--- src/verilog/tbs_pkg.sv ---
// Shared constants for the thermistor and battery status register bank.
// Assumes an 8-bit register pointer and an I2C-compatible slave in the top.
package tbs_pkg;

    // ------------------------------------------------------------------
    // Register offsets
    // ------------------------------------------------------------------
    localparam logic [7:0] ADDR_STATUS2   = 8'h09;  // Charger status, second
    localparam logic [7:0] ADDR_BIAS_CTRL = 8'h0a;  // Thermistor bias control
    localparam logic [7:0] ADDR_HOT       = 8'h0b;  // Hot threshold
    localparam logic [7:0] ADDR_WARM      = 8'h0c;  // Warm threshold
    localparam logic [7:0] ADDR_COOL      = 8'h0d;  // Cool threshold
    localparam logic [7:0] ADDR_COLD      = 8'h0e;  // Cold threshold
    localparam logic [7:0] ADDR_VOLT_LOW  = 8'h0f;  // Node voltage, low byte
    localparam logic [7:0] ADDR_VOLT_HIGH = 8'h10;  // Node voltage, high nibble

    // ------------------------------------------------------------------
    // Field positions
    // ------------------------------------------------------------------
    localparam int ZONE_MSB  = 7;   // Temperature zone code
    localparam int ZONE_LSB  = 5;
    localparam int OV_BIT    = 4;   // Overvoltage flag
    localparam int UV_BIT    = 3;   // Undervoltage flag
    localparam int COND_MSB  = 2;   // Battery condition code
    localparam int BSEL_MSB  = 7;   // Bias current select
    localparam int BSEL_LSB  = 6;
    localparam int FORCE_BIT = 0;   // Bias force-on
    localparam int VHI_MSB   = 11;  // Node voltage upper nibble
    localparam int VHI_LSB   = 8;
    localparam int VLO_MSB   = 7;   // Node voltage low byte
    localparam int NIB_MSB   = 3;   // Nibble position in high register

    // ------------------------------------------------------------------
    // Reset values
    // ------------------------------------------------------------------
    localparam logic [7:0] HOT_RESET   = 8'h56;
    localparam logic [7:0] WARM_RESET  = 8'h8f;
    localparam logic [7:0] COOL_RESET  = 8'h71;
    localparam logic [7:0] COLD_RESET  = 8'hb4;
    localparam logic       FORCE_RESET = 1'b0;

    // Threshold scaling in microvolts per count, for software use
    localparam int HOT_WARM_UV_PER_LSB = 2000;
    localparam int COOL_COLD_UV_PER_LSB = 10000;

    // ------------------------------------------------------------------
    // Encodings
    // ------------------------------------------------------------------
    localparam logic [1:0] BSEL_60UA = 2'h0;
    localparam logic [1:0] BSEL_12UA = 2'h1;
    localparam logic [5:0] BIAS_UA_60 = 6'h3c;
    localparam logic [5:0] BIAS_UA_12 = 6'h0c;
    localparam logic [5:0] BIAS_UA_6  = 6'h06;
    localparam logic [2:0] ZONE_OFF  = 3'h0;
    localparam logic [2:0] ZONE_COLD = 3'h1;
    localparam logic [2:0] ZONE_COOL = 3'h2;
    localparam logic [2:0] ZONE_WARM = 3'h3;
    localparam logic [2:0] ZONE_HOT  = 3'h4;
    localparam logic [2:0] ZONE_OK   = 3'h7;
    localparam logic [2:0] CNT_LAST  = 3'h7;  // Last bit of a serial byte

    typedef logic [7:0] tbs_byte_t;

    // Serial engine states, Gray along idle-address-ack-write-read
    typedef enum logic [2:0] {
        TBS_IDLE  = 3'b000,
        TBS_ADDR  = 3'b001,
        TBS_ACK   = 3'b011,
        TBS_WRITE = 3'b010,
        TBS_READ  = 3'b110,
        TBS_RACK  = 3'b111
    } tbs_state_e;

endpackage : tbs_pkg

--- src/verilog/tbs_pin_sync.sv ---
// Three-stage synchroniser with agreement filter for serial bus pins.
// Assumes pins are asynchronous to clk; output moves once stages 2 and 3 agree.
`timescale 1ns/100ps
module tbs_pin_sync #(
    parameter int         WIDTH     = 2,
    parameter logic [1:0] RESET_VAL = 2'h3
) (
    input  wire logic             clk,
    input  wire logic             nrst,
    input  wire logic [WIDTH-1:0] pinIn,
    output logic      [WIDTH-1:0] pinLevel
);

    // ------------------------------------------------------------------
    // Stages
    // ------------------------------------------------------------------
    logic [WIDTH-1:0] stage1;          // Metastable capture, read by stage2 only
    logic [WIDTH-1:0] stage2;          // Second stage
    logic [WIDTH-1:0] stage3;          // Third stage
    logic [WIDTH-1:0] next_pinLevel;   // Filtered level

    // Take the new level only where the two settled stages agree
    always_comb begin
        for (int i = 0; i < WIDTH; i++) begin
            next_pinLevel[i] = (stage2[i] == stage3[i]) ? stage3[i] : pinLevel[i];
        end
    end

    // Register the chain; idle bus lines reset high
    always_ff @(posedge clk or negedge nrst) begin
        if (!nrst) begin
            stage1   <= RESET_VAL[WIDTH-1:0];
            stage2   <= RESET_VAL[WIDTH-1:0];
            stage3   <= RESET_VAL[WIDTH-1:0];
            pinLevel <= RESET_VAL[WIDTH-1:0];
        end else begin
            stage1   <= pinIn;
            stage2   <= stage1;
            stage3   <= stage2;
            pinLevel <= next_pinLevel;
        end
    end

endmodule : tbs_pin_sync

--- src/verilog/tbs_status_regs.sv ---
// Thermistor and battery status register bank behind an I2C-compatible slave.
// Assumes status and node voltage inputs come from logic on clk.
// Contract
// Zone code in status bits 7:5
// Bit 4 shows overvoltage protection active
// Bit 3 shows undervoltage protection active
// Battery condition code in bits 2:0
// Bias select: 60, 12, 6, 6 microamps
// Force bit keeps bias on; resets zero
// Hot threshold register, reset 0x56
// Warm threshold register, reset 0x8F
// Cool threshold register, reset 0x71
// Cold threshold register, reset 0xB4
// Read-only low byte of node voltage
// Host divides voltage by bias current
// Upper node voltage nibble in next register
// Read-only writes ignored, reserved read zero
`timescale 1ns/100ps
module tbs_status_regs
    import tbs_pkg::*;
#(
    parameter logic [6:0] DEV_ADDR   = 7'h2a,  // Arbitrary bus address
    parameter logic [1:0] BSEL_RESET = 2'h0    // Power-up bias select
) (
    input  wire logic              clk,
    input  wire logic              nrst,
    input  wire logic              sclIn,
    input  wire logic              sdaIn,
    output logic                   sdaOut,
    output logic                   sdaOe,
    input  wire logic [2:0]        tempZoneCode,
    input  wire logic              overvoltageFlag,
    input  wire logic              undervoltageFlag,
    input  wire logic [2:0]        batteryConditionCode,
    input  wire logic [11:0]       nodeVoltage,
    input  wire logic              inputSupplyOk,
    output logic [1:0]             biasCurrentSelect,
    output logic [5:0]             biasCurrentUa,
    output logic                   biasForceOn,
    output logic                   biasSourceOn,
    output tbs_pkg::tbs_byte_t     hotThreshold,
    output tbs_pkg::tbs_byte_t     warmThreshold,
    output tbs_pkg::tbs_byte_t     coolThreshold,
    output tbs_pkg::tbs_byte_t     coldThreshold
);
    import tbs_pkg::*;

    // ------------------------------------------------------------------
    // State
    // ------------------------------------------------------------------
    logic [1:0]  pinLevel;                     // Filtered {scl, sda}
    logic        sclS, sdaS;                   // Filtered pin levels
    logic        sclPrev, next_sclPrev;        // Edge detection history
    logic        sdaPrev, next_sdaPrev;
    tbs_state_e  state, next_state;            // Serial engine state
    logic [2:0]  bitCnt, next_bitCnt;          // Bit within byte
    logic        gotByte, next_gotByte;        // Eight bits received or sent
    logic [7:0]  rxShift, next_rxShift;        // Incoming byte
    logic [7:0]  txShift, next_txShift;        // Outgoing byte
    logic [7:0]  ptr, next_ptr;                // Register pointer
    logic        ptrPhase, next_ptrPhase;      // Next write byte is the pointer
    logic        isRead, next_isRead;          // Transfer direction
    logic        masterAck, next_masterAck;    // Master acked last read byte
    logic        sdaDrive, next_sdaDrive;      // Pull the data line low
    logic [1:0]  next_biasCurrentSelect;
    logic [5:0]  next_biasCurrentUa;
    logic        next_biasForceOn;
    logic        next_biasSourceOn;
    tbs_byte_t   next_hot, next_warm, next_cool, next_cold;
    logic        sclRise, sclFall;             // Clock edges
    logic        startSeen, stopSeen;          // Bus conditions
    logic        loadTx;                       // Fetch a byte for reading
    logic        wrCommit;                     // Store a written byte
    tbs_byte_t   txByte;                       // Fetched byte

    // ------------------------------------------------------------------
    // Helpers
    // ------------------------------------------------------------------
    // Bias current in microamps for a select code
    function automatic logic [5:0] biasUa(input logic [1:0] sel);
        logic [5:0] ua;
        ua = BIAS_UA_6;
        if (sel == BSEL_60UA) begin
            ua = BIAS_UA_60;
        end else if (sel == BSEL_12UA) begin
            ua = BIAS_UA_12;
        end
        return ua;
    endfunction : biasUa

    // Read data for a pointer; reserved bits and unmapped offsets give zero
    function automatic tbs_byte_t readMux(input logic [7:0] a);
        tbs_byte_t r;
        r = 8'h00;
        case (a)
            ADDR_STATUS2: begin
                r[ZONE_MSB:ZONE_LSB] = tempZoneCode;
                r[OV_BIT]            = overvoltageFlag;
                r[UV_BIT]            = undervoltageFlag;
                r[COND_MSB:0]        = batteryConditionCode;
            end
            ADDR_BIAS_CTRL: begin
                r[BSEL_MSB:BSEL_LSB] = biasCurrentSelect;
                r[FORCE_BIT]         = biasForceOn;
            end
            ADDR_HOT:       r = hotThreshold;
            ADDR_WARM:      r = warmThreshold;
            ADDR_COOL:      r = coolThreshold;
            ADDR_COLD:      r = coldThreshold;
            ADDR_VOLT_LOW:  r = nodeVoltage[VLO_MSB:0];
            ADDR_VOLT_HIGH: r[NIB_MSB:0] = nodeVoltage[VHI_MSB:VHI_LSB];
            default:        r = 8'h00;
        endcase
        return r;
    endfunction : readMux

    // ------------------------------------------------------------------
    // Pin input
    // ------------------------------------------------------------------
    tbs_pin_sync #(
        .WIDTH     (2),
        .RESET_VAL (2'h3)
    ) u_pin_sync (
        .clk      (clk),
        .nrst     (nrst),
        .pinIn    ({sclIn, sdaIn}),
        .pinLevel (pinLevel)
    );

    assign sclS      = pinLevel[1];
    assign sdaS      = pinLevel[0];
    assign sclRise   = sclS && !sclPrev;
    assign sclFall   = !sclS && sclPrev;
    assign startSeen = sclS && sclPrev && sdaPrev && !sdaS;
    assign stopSeen  = sclS && sclPrev && !sdaPrev && sdaS;
    assign sdaOut    = 1'b0;      // Open drain: only ever pulls low
    assign sdaOe     = sdaDrive;

    // ------------------------------------------------------------------
    // Next-state logic for serial engine and registers
    // ------------------------------------------------------------------
    // No clock stretching, so every byte is fetched at a single scl fall
    always_comb begin
        next_sclPrev = sclS;
        next_sdaPrev = sdaS;
        next_state = state;
        next_bitCnt = bitCnt;
        next_gotByte = gotByte;
        next_rxShift = rxShift;
        next_txShift = txShift;
        next_ptr = ptr;
        next_ptrPhase = ptrPhase;
        next_isRead = isRead;
        next_masterAck = masterAck;
        next_sdaDrive = sdaDrive;
        next_biasCurrentSelect = biasCurrentSelect;
        next_biasForceOn = biasForceOn;
        next_hot = hotThreshold;
        next_warm = warmThreshold;
        next_cool = coolThreshold;
        next_cold = coldThreshold;
        loadTx = 1'b0;
        wrCommit = 1'b0;
        txByte = readMux(ptr);
        // Sample data on the rising clock
        if (sclRise) begin
            if (state == TBS_ADDR || state == TBS_WRITE || state == TBS_READ) begin
                next_rxShift = {rxShift[6:0], sdaS};
                next_bitCnt  = bitCnt + 3'h1;
                if (bitCnt == CNT_LAST) begin
                    next_gotByte = 1'b1;
                end
            end
            if (state == TBS_RACK) begin
                next_masterAck = !sdaS;
            end
        end
        // Change the data line on the falling clock
        if (sclFall) begin
            case (state)
                TBS_ADDR: begin
                    if (gotByte) begin
                        next_gotByte = 1'b0;
                        if (rxShift[7:1] == DEV_ADDR) begin
                            next_isRead   = rxShift[0];
                            next_sdaDrive = 1'b1;
                            next_state    = TBS_ACK;
                        end else begin
                            next_state = TBS_IDLE;   // Not ours: wait for a start
                        end
                    end
                end
                TBS_WRITE: begin
                    if (gotByte) begin
                        next_gotByte  = 1'b0;
                        next_sdaDrive = 1'b1;
                        next_state    = TBS_ACK;
                        if (ptrPhase) begin
                            next_ptr      = rxShift;
                            next_ptrPhase = 1'b0;
                        end else begin
                            wrCommit = 1'b1;
                            next_ptr = ptr + 8'h01;
                        end
                    end
                end
                TBS_ACK: begin
                    if (isRead) begin
                        loadTx = 1'b1;
                    end else begin
                        next_sdaDrive = 1'b0;
                        next_state    = TBS_WRITE;
                    end
                end
                TBS_READ: begin
                    if (gotByte) begin
                        next_gotByte  = 1'b0;
                        next_sdaDrive = 1'b0;
                        next_state    = TBS_RACK;
                    end else begin
                        next_txShift  = {txShift[6:0], 1'b0};
                        next_sdaDrive = !txShift[6];
                    end
                end
                TBS_RACK: begin
                    next_sdaDrive = 1'b0;
                    if (masterAck) begin
                        loadTx = 1'b1;
                    end else begin
                        next_state = TBS_IDLE;   // Master ended the read
                    end
                end
                default: begin
                end
            endcase
        end
        // Fetch a byte and put its first bit on the line
        if (loadTx) begin
            next_txShift  = txByte;
            next_ptr      = ptr + 8'h01;
            next_sdaDrive = !txByte[7];
            next_state    = TBS_READ;
        end
        // Store written data; read-only and unmapped offsets drop it
        if (wrCommit) begin
            case (ptr)
                ADDR_BIAS_CTRL: begin
                    next_biasCurrentSelect = rxShift[BSEL_MSB:BSEL_LSB];
                    next_biasForceOn       = rxShift[FORCE_BIT];
                end
                ADDR_HOT:  next_hot  = rxShift;
                ADDR_WARM: next_warm = rxShift;
                ADDR_COOL: next_cool = rxShift;
                ADDR_COLD: next_cold = rxShift;
                default: begin
                end
            endcase
        end
        // Bus conditions override everything else
        if (startSeen) begin
            next_state    = TBS_ADDR;
            next_bitCnt   = 3'h0;
            next_gotByte  = 1'b0;
            next_ptrPhase = 1'b1;
            next_sdaDrive = 1'b0;
        end else if (stopSeen) begin
            next_state    = TBS_IDLE;
            next_sdaDrive = 1'b0;
        end
        next_biasCurrentUa = biasUa(next_biasCurrentSelect);
        next_biasSourceOn  = biasForceOn || inputSupplyOk;
    end

    // Register everything; thresholds reset to their documented defaults
    always_ff @(posedge clk or negedge nrst) begin
        if (!nrst) begin
            sclPrev <= 1'b1;
            sdaPrev <= 1'b1;
            state <= TBS_IDLE;
            bitCnt <= 3'h0;
            gotByte <= 1'b0;
            rxShift <= 8'h00;
            txShift <= 8'h00;
            ptr <= 8'h00;
            ptrPhase <= 1'b1;
            isRead <= 1'b0;
            masterAck <= 1'b0;
            sdaDrive <= 1'b0;
            biasCurrentSelect <= BSEL_RESET;
            biasCurrentUa <= BIAS_UA_60;
            biasForceOn <= FORCE_RESET;
            biasSourceOn <= 1'b0;
            hotThreshold <= HOT_RESET;
            warmThreshold <= WARM_RESET;
            coolThreshold <= COOL_RESET;
            coldThreshold <= COLD_RESET;
        end else begin
            sclPrev <= next_sclPrev;
            sdaPrev <= next_sdaPrev;
            state <= next_state;
            bitCnt <= next_bitCnt;
            gotByte <= next_gotByte;
            rxShift <= next_rxShift;
            txShift <= next_txShift;
            ptr <= next_ptr;
            ptrPhase <= next_ptrPhase;
            isRead <= next_isRead;
            masterAck <= next_masterAck;
            sdaDrive <= next_sdaDrive;
            biasCurrentSelect <= next_biasCurrentSelect;
            biasCurrentUa <= next_biasCurrentUa;
            biasForceOn <= next_biasForceOn;
            biasSourceOn <= next_biasSourceOn;
            hotThreshold <= next_hot;
            warmThreshold <= next_warm;
            coolThreshold <= next_cool;
            coldThreshold <= next_cold;
        end
    end
endmodule : tbs_status_regs

--- config.mk ---
export PLATFORM = sky130hd
export DESIGN_NAME = tbs_status_regs
export DESIGN_NICKNAME = d
export VERILOG_FILES = /design/src/verilog/tbs_pkg.sv /design/src/verilog/tbs_pin_sync.sv /design/src/verilog/tbs_status_regs.sv
export SDC_FILE = /design/constraint.sdc
export NUM_CORES = 1
export LEC_CHECK = 0
export BUFFER_PORTS_ARGS = -buffer_cell sky130_fd_sc_hd__buf_2
export CORE_AREA = 2 2 129 131
export DETAILED_ROUTE_END_ITERATION = 7
export DIE_AREA = 0 0 131 133
export PLACE_DENSITY = 0.47
export SKIP_LAST_GASP = 1
export SLEW_MARGIN = 20
export SYNTH_ARGS = -nofsm -noshare
export SYNTH_HDL_FRONTEND = slang
export SYNTH_SLANG_ARGS = --single-unit
export TNS_END_PERCENT = 30
--- constraint.sdc ---
create_clock -name clk -period 1.8 [get_ports clk]
set_input_delay 0.18 -clock clk [delete_from_list [all_inputs] [get_ports clk]]
set_output_delay 0.18 -clock clk [all_outputs]
set_load 0.005 [all_outputs]
# ---- Word level (Yosys, flattened, before mapping)
# Index checks and enable logic that the tools add are counted.
# W data, S select, Z words.
dict set report op_classes {
  n_addsub 2
  n_mux 60
  eq_ne 25
  n_reduce_logical 43
}
# operator n
set ops {}
lappend ops {{$eq A8 B4 Y1 const B} 7}
lappend ops {{$mux W8} 5}
lappend ops {{$mux W3} 12}
lappend ops {{$mux W7} 4}
lappend ops {{$mux W1} 27}
lappend ops {{$ne A5 B5 Y1 const B} 5}
lappend ops {{$pmux W3 S7} 1}
lappend ops {{$reduce_bool A2 Y1} 9}
lappend ops {{$reduce_and A2 Y1} 8}
lappend ops {{$pmux W3 S5} 1}
lappend ops {{$pmux W2 S7} 1}
lappend ops {{$pmux W2 S6} 1}
lappend ops {{$eq A3 B3 Y1 const B} 3}
lappend ops {{$reduce_and A3 Y1} 3}
lappend ops {{$add A8 B1 Y8 const B} 1}
lappend ops {{$eq A8 B5 Y1 const B} 1}
lappend ops {{$pmux W1 S8} 1}
lappend ops {{$reduce_bool A8 Y1} 1}
lappend ops {{$eq A7 B6 Y1 const B} 1}
lappend ops {{$logic_and A1 B1 Y1} 7}
lappend ops {{$reduce_and A7 Y1} 1}
lappend ops {{$eq A3 B2 Y1 const B} 2}
lappend ops {{$logic_not A1 Y1} 6}
lappend ops {{$mux W2} 3}
lappend ops {{other kinds (16)} 19}
dict set report word_totals {
  out_inout_bits 44
  regBits 86
  wordCells 155
  in_bits 25
}

# ---- Depth between registers and ports, before layout
dict set report logic_depth {
  word_depth 9
  depth_mapped 9
  ltp_nobuf 7
}

# ---- Hierarchy
# A second synthesis with hierarchy kept.
dict set report unflattened {
  hier_cells 379
  hier_area_um2 4249.1
}
# module n_inst cells_per_inst area_per_inst_um2 seq_area_each_um2
set by_module_without_submodules {}
lappend by_module_without_submodules {tbs_status_regs 1 369 4016.4 1904.3}
lappend by_module_without_submodules {tbs_pin_sync 1 10 232.7 210.2}

# ---- Least setup slack after synthesis
# OpenSTA, ideal clock, no wires.
dict set report synth_timing {
  path_kind {register -> register}
  startpoint {reg sclPrev}
  endpoint {reg biasCurrentSelect[0]}
  t_arrival_ns 1.713
  synth_period_minus_slack_ns 1.839
  path_slack_ns -0.039
  required_time_ns 1.675
  setup_time_ns 0.125
  n_path_buf 1
  stages_incl_launch_ff 7
  path_cell_list {dfstp_2 > and4bb_2 > nand2_4 > nor2_8 > and4_4 > buf_8 > mux2_4}
}
dict set report synth_via {
  elab_chain_len 3
}
# item line_no
set synth_rtl {}
lappend synth_rtl {{start: declaration} tbs_status_regs.sv:53} ;# logic sclPrev, next_sclPrev;
lappend synth_rtl {{start signal: assignment} tbs_status_regs.sv:298} ;# sclPrev <= next_sclPrev;
lappend synth_rtl {{$logic_and A1 B1 Y1} tbs_status_regs.sv:133} ;# assign sclFall = !sclS && sclPrev;
lappend synth_rtl {{$mux W1} tbs_status_regs.sv:179} ;# if (sclFall) begin
lappend synth_rtl {{$mux W2} tbs_status_regs.sv:245} ;# if (wrCommit) begin
lappend synth_rtl {{net next_biasCurrentSelect[0]} tbs_status_regs.sv:65} ;# logic [1:0] next_biasCurrentSelect;
lappend synth_rtl {{end signal: assignment} tbs_status_regs.sv:310} ;# biasCurrentSelect <= next_biasCurrentSelect;
lappend synth_rtl {{end: declaration} tbs_status_regs.sv:37} ;# output logic [1:0] biasCurrentSelect,
# The timed path passes the listed nets, and every way through them passes these cells.
# A chain may end at the register's enable or synchronous reset.

# ---- Worst setup path after layout
dict set report layout_timing {
  startpoint {reg ptr[4]}
  endpoint {reg biasCurrentSelect[0]}
}
dict set report layout_via {
  elab_chain_len 3
}
# item line_no
set layout_rtl {}
lappend layout_rtl {{start: declaration} tbs_status_regs.sv:60} ;# logic [7:0] ptr, next_ptr;
lappend layout_rtl {{start signal: assignment} tbs_status_regs.sv:305} ;# ptr <= next_ptr;
lappend layout_rtl {{$eq A8 B4 Y1} tbs_status_regs.sv:246} ;# case (ptr)
lappend layout_rtl {{$mux W2} tbs_status_regs.sv:246}
lappend layout_rtl {{$mux W2} tbs_status_regs.sv:245}
lappend layout_rtl {{net next_biasCurrentSelect[0]} tbs_status_regs.sv:65}
# The timed path passes the listed nets, and every way through them passes these cells.

==> results.py <==
metrics = {
    "synthesis": {
        "synth_top_cell_area_share_pct": 30.23,
        "synth-main-ff-cell": "dfrtp_1",
        "synth_top_cell_by_area": "dfrtp_1",
        "yosysWarnings": 0,
        "synth-edff-count": 0,
        "synth_area_um2": 4387,
        "ys_top_cells_by_count": "dfrtp_1 (53), mux2_2 (50), dfstp_2 (30), o21ai_0 (24), nand2_1 (21)",
        "async_reset_ff_share_pct": 100.0,
        "syn_inst": 376,
        "synthMostInstantiatedCell": "dfrtp_1",
        "synth_area_leaders": "dfrtp_1 (30%), dfstp_2 (18%), mux2_2 (13%)",
        "synth_cell_types": 65,
        "syn_area_per_cell_um2": 11.67,
        "yosysSeqAreaShare_pct": 48.20,
        "synth-seq-cells": 83,
    },
    "die": {
        "start_util_pct": 27.13,
        "die-height_um": 133,
        "dieArea_um2": 17420,
        "design.portCount": 69,
        "row_count": 47,
        "chipWidth_um": 131,
        "core_um2": 16170,
    },
    "power": {
        "pwr_density_cell_nw_per_um2": 742.7,
        "p_leak_nw": 2.754,
        "ir_worst_vdd_mv": 0.5368,
        "power_mw": 4.275,
    },
    "detailed_routing": {
        "drc": 0,
        "dr_total_vias": 3417,
        "viasPerCell": 4.772,
        "wl_per_cell_um": 17.74,
        "drt_iter0_drc": 167,
        "routed_wl_mm": 12.71,
        "drtPass1Iterations": 4,
        "ant_nets": 0,
    },
    "timing": {
        "setup_violations": 0,
        "fin_skew_ps": 7.900,
        "post-route-period-util_pct": 99.57,
        "final-hold-violation-count": 0,
        "rsz0062_at_grt": "yes",
        "whs_ps": 32.64,
        "worstMarginPinSlew_ps": 506.9,
        "relSlewSlack_pct": 66.21,
        "finalSetupTns_ps": 0,
        "finalCriticalPeriod_ps": 1792,
        "fmaxAchievable_mhz": 558.0,
        "report.final.slew_viol_count": 0,
    },
    "global_route": {
        "grt_antenna_before_repair": 0,
        "grt_pass1_wl_mm": 20.29,
        "grt_util_all_layers_pct": 15.31,
        "grt_max_degree": 40,
        "overflow": 0,
        "grt_pass1_vias": 3600,
    },
    "clock_tree": {
        "cts_made_buffers": 9,
        "cts_tree": "done",
        "clkTransAtPathRegs_ps": 60,
        "clock_latency_ps": 340,
        "cts-root-buf": "clkbuf_16",
        "cts_max_path_buffers": 2,
        "h-tree-depth": 3,
        "cts.sinks": 83,
    },
    "setup_path": {
        "start_kind": "register",
        "crit_required_ps": 2020,
        "worstPathArrival_ps": 2010,
        "reg2reg_depth": 4,
        "crit_type": "register to register",
        "worst_setup_path_end_kind": "register",
        "cp_max_fo": 6,
    },
    "final_layout": {
        "num-nets-final": 522,
        "layout-area-overhead-vs-synth_pct": 31.20,
        "utilization_pct": 35.59,
        "drive_gt1_share_pct": 53.02,
        "antenna_cells": 0,
        "fillers": 1633,
    },
    "place": {
        "numPortBuffers": 65,
        "dp_hpwl_mm": 9.277,
        "gp_congestion": 0.8698,
    },
    "min_path": {
        "hold_path.class": "input port to register",
        "hold_depth": 2,
    },
    "run_status": {
        "status": "finished clean",
    },
    "job": {
        "max_cap_violations": 0,
    },
}
==> metal layers <==
layer  track usage (%)  vias to the layer above  wire length, µm
li1                  -                     1630                -
met1             20.68                     1690             5730
met2             24.96                       84             6300
met3             2.588                       13              457
met4             4.728                        0              216
met5                 0                        -                0
==> critical path, cell delays in order (launching register included) <==
cell and delay (ps):
dfrtp_1 410, nor4_4 400, and2_4 240, and4_4 300, mux2_4 310
==> layout make-up <==
cell class	instances	area [µm²]	area share, %
Multi-Input combinational cell	257	2140	37.17
Sequential cell	83	2120	36.83
Timing Repair Buffer	131	869.6	15.11
Tap cell	220	275.3	4.783
Clock buffer	10	229.0	3.978
Clock inverter	6	88.84	1.543
Inverter	9	33.78	0.5870
==> state kept, by name (all words and copies together), names as in the netlist, 2 cells and up <==
name	flops
u_pin_sync.stage3	2
ptr	8
rxShift	8
coldThreshold	8
coolThreshold	8
hotThreshold	8
txShift	7
bitCnt	3
biasCurrentSelect	2
u_pin_sync.stage1	2
u_pin_sync.pinLevel	2
u_pin_sync.stage2	2
biasCurrentUa	3
warmThreshold	8
state	3
==> logic make-up after synthesis <==
logic type,count (synthesis),share of synthesized area [%]
other,2,0.1712
adder cells (fa/ha/maj),8,2.168
flip-flops,83,48.20
AND/OR/NAND/NOR,83,12.18
AO/OA/AOI/OAI,96,14.72
XOR/XNOR,1,0.1997
buffers and inverters,37,5.134
multiplexers,66,17.23
==> worst paths after layout <==
check / from / end / slack [ps]
min: inputSupplyOk / biasSourceOn$_DFF_PN0_ / 30
max in group asynchronous: nrst / biasCurrentUa[3]$_DFF_PN1_ / 810
min in group asynchronous: nrst / rxShift[2]$_DFFE_PN0P_ / 360
max: ptr[4]$_DFFE_PN0P_ / biasCurrentSelect[0]$_DFF_PN0_ / 8
max reg2reg: ptr[4]$_DFFE_PN0P_ / biasCurrentSelect[0]$_DFF_PN0_ / 8
min reg2reg: u_pin_sync.stage1[0]$_DFF_PN1_ / u_pin_sync.stage2[0]$_DFF_PN1_ / 360
==> placed cells by master (no fill, tap or decap), types with 3 or more instances in the layout <==
cell type	count
dfrtp_2	4
buf_2	64
o22ai_1	4
a221oi_1	5
conb_1	3
o21ai_0	24
dfrtp_1	49
dlygate4sd3_1	3
mux2i_1	8
ha_2	3
a21oi_1	16
mux2_2	46
nor2b_1	3
dfstp_2	30
buf_6	7
buf_4	56
o21a_1	4
clkbuf_16	9
nand2_1	20
nor2_1	14
ha_1	3
a31oi_1	3
nor3_1	3
a22o_1	7
nand3_1	11
mux2_4	10
a22oi_1	13
inv_1	7
==> stage by stage <==
step | cells | setup slack, ps | area, µm²
floorplan | 377 | -35.03 | 4390
global placement | 692 | -122.0 | 5250
detailed placement | 692 | -215.9 | 5250
CTS | 713 | -33.33 | 5663
global route | 716 | -59.58 | 5756
finish | 716 | 7.735 | 5756
==> power by group <==
part,leakage [nW],internal [mW],switching [mW]
registers,1.03,1.93,0.0738
logic,1.58,0.124,0.156
clock network,0.149,1.22,0.768
total,2.75,3.28,0.998
==> timing repair <==
item	in CTS	in global routing
buffers inserted	2	3
resized for setup	13	23
endpoints found under the hold margin	25	0
endpoints found under the setup margin	38	39
hold buffers	3	0
pin swaps	2	10
gates cloned	0	0
No activity file was read; power rests on OpenSTA's default activity.
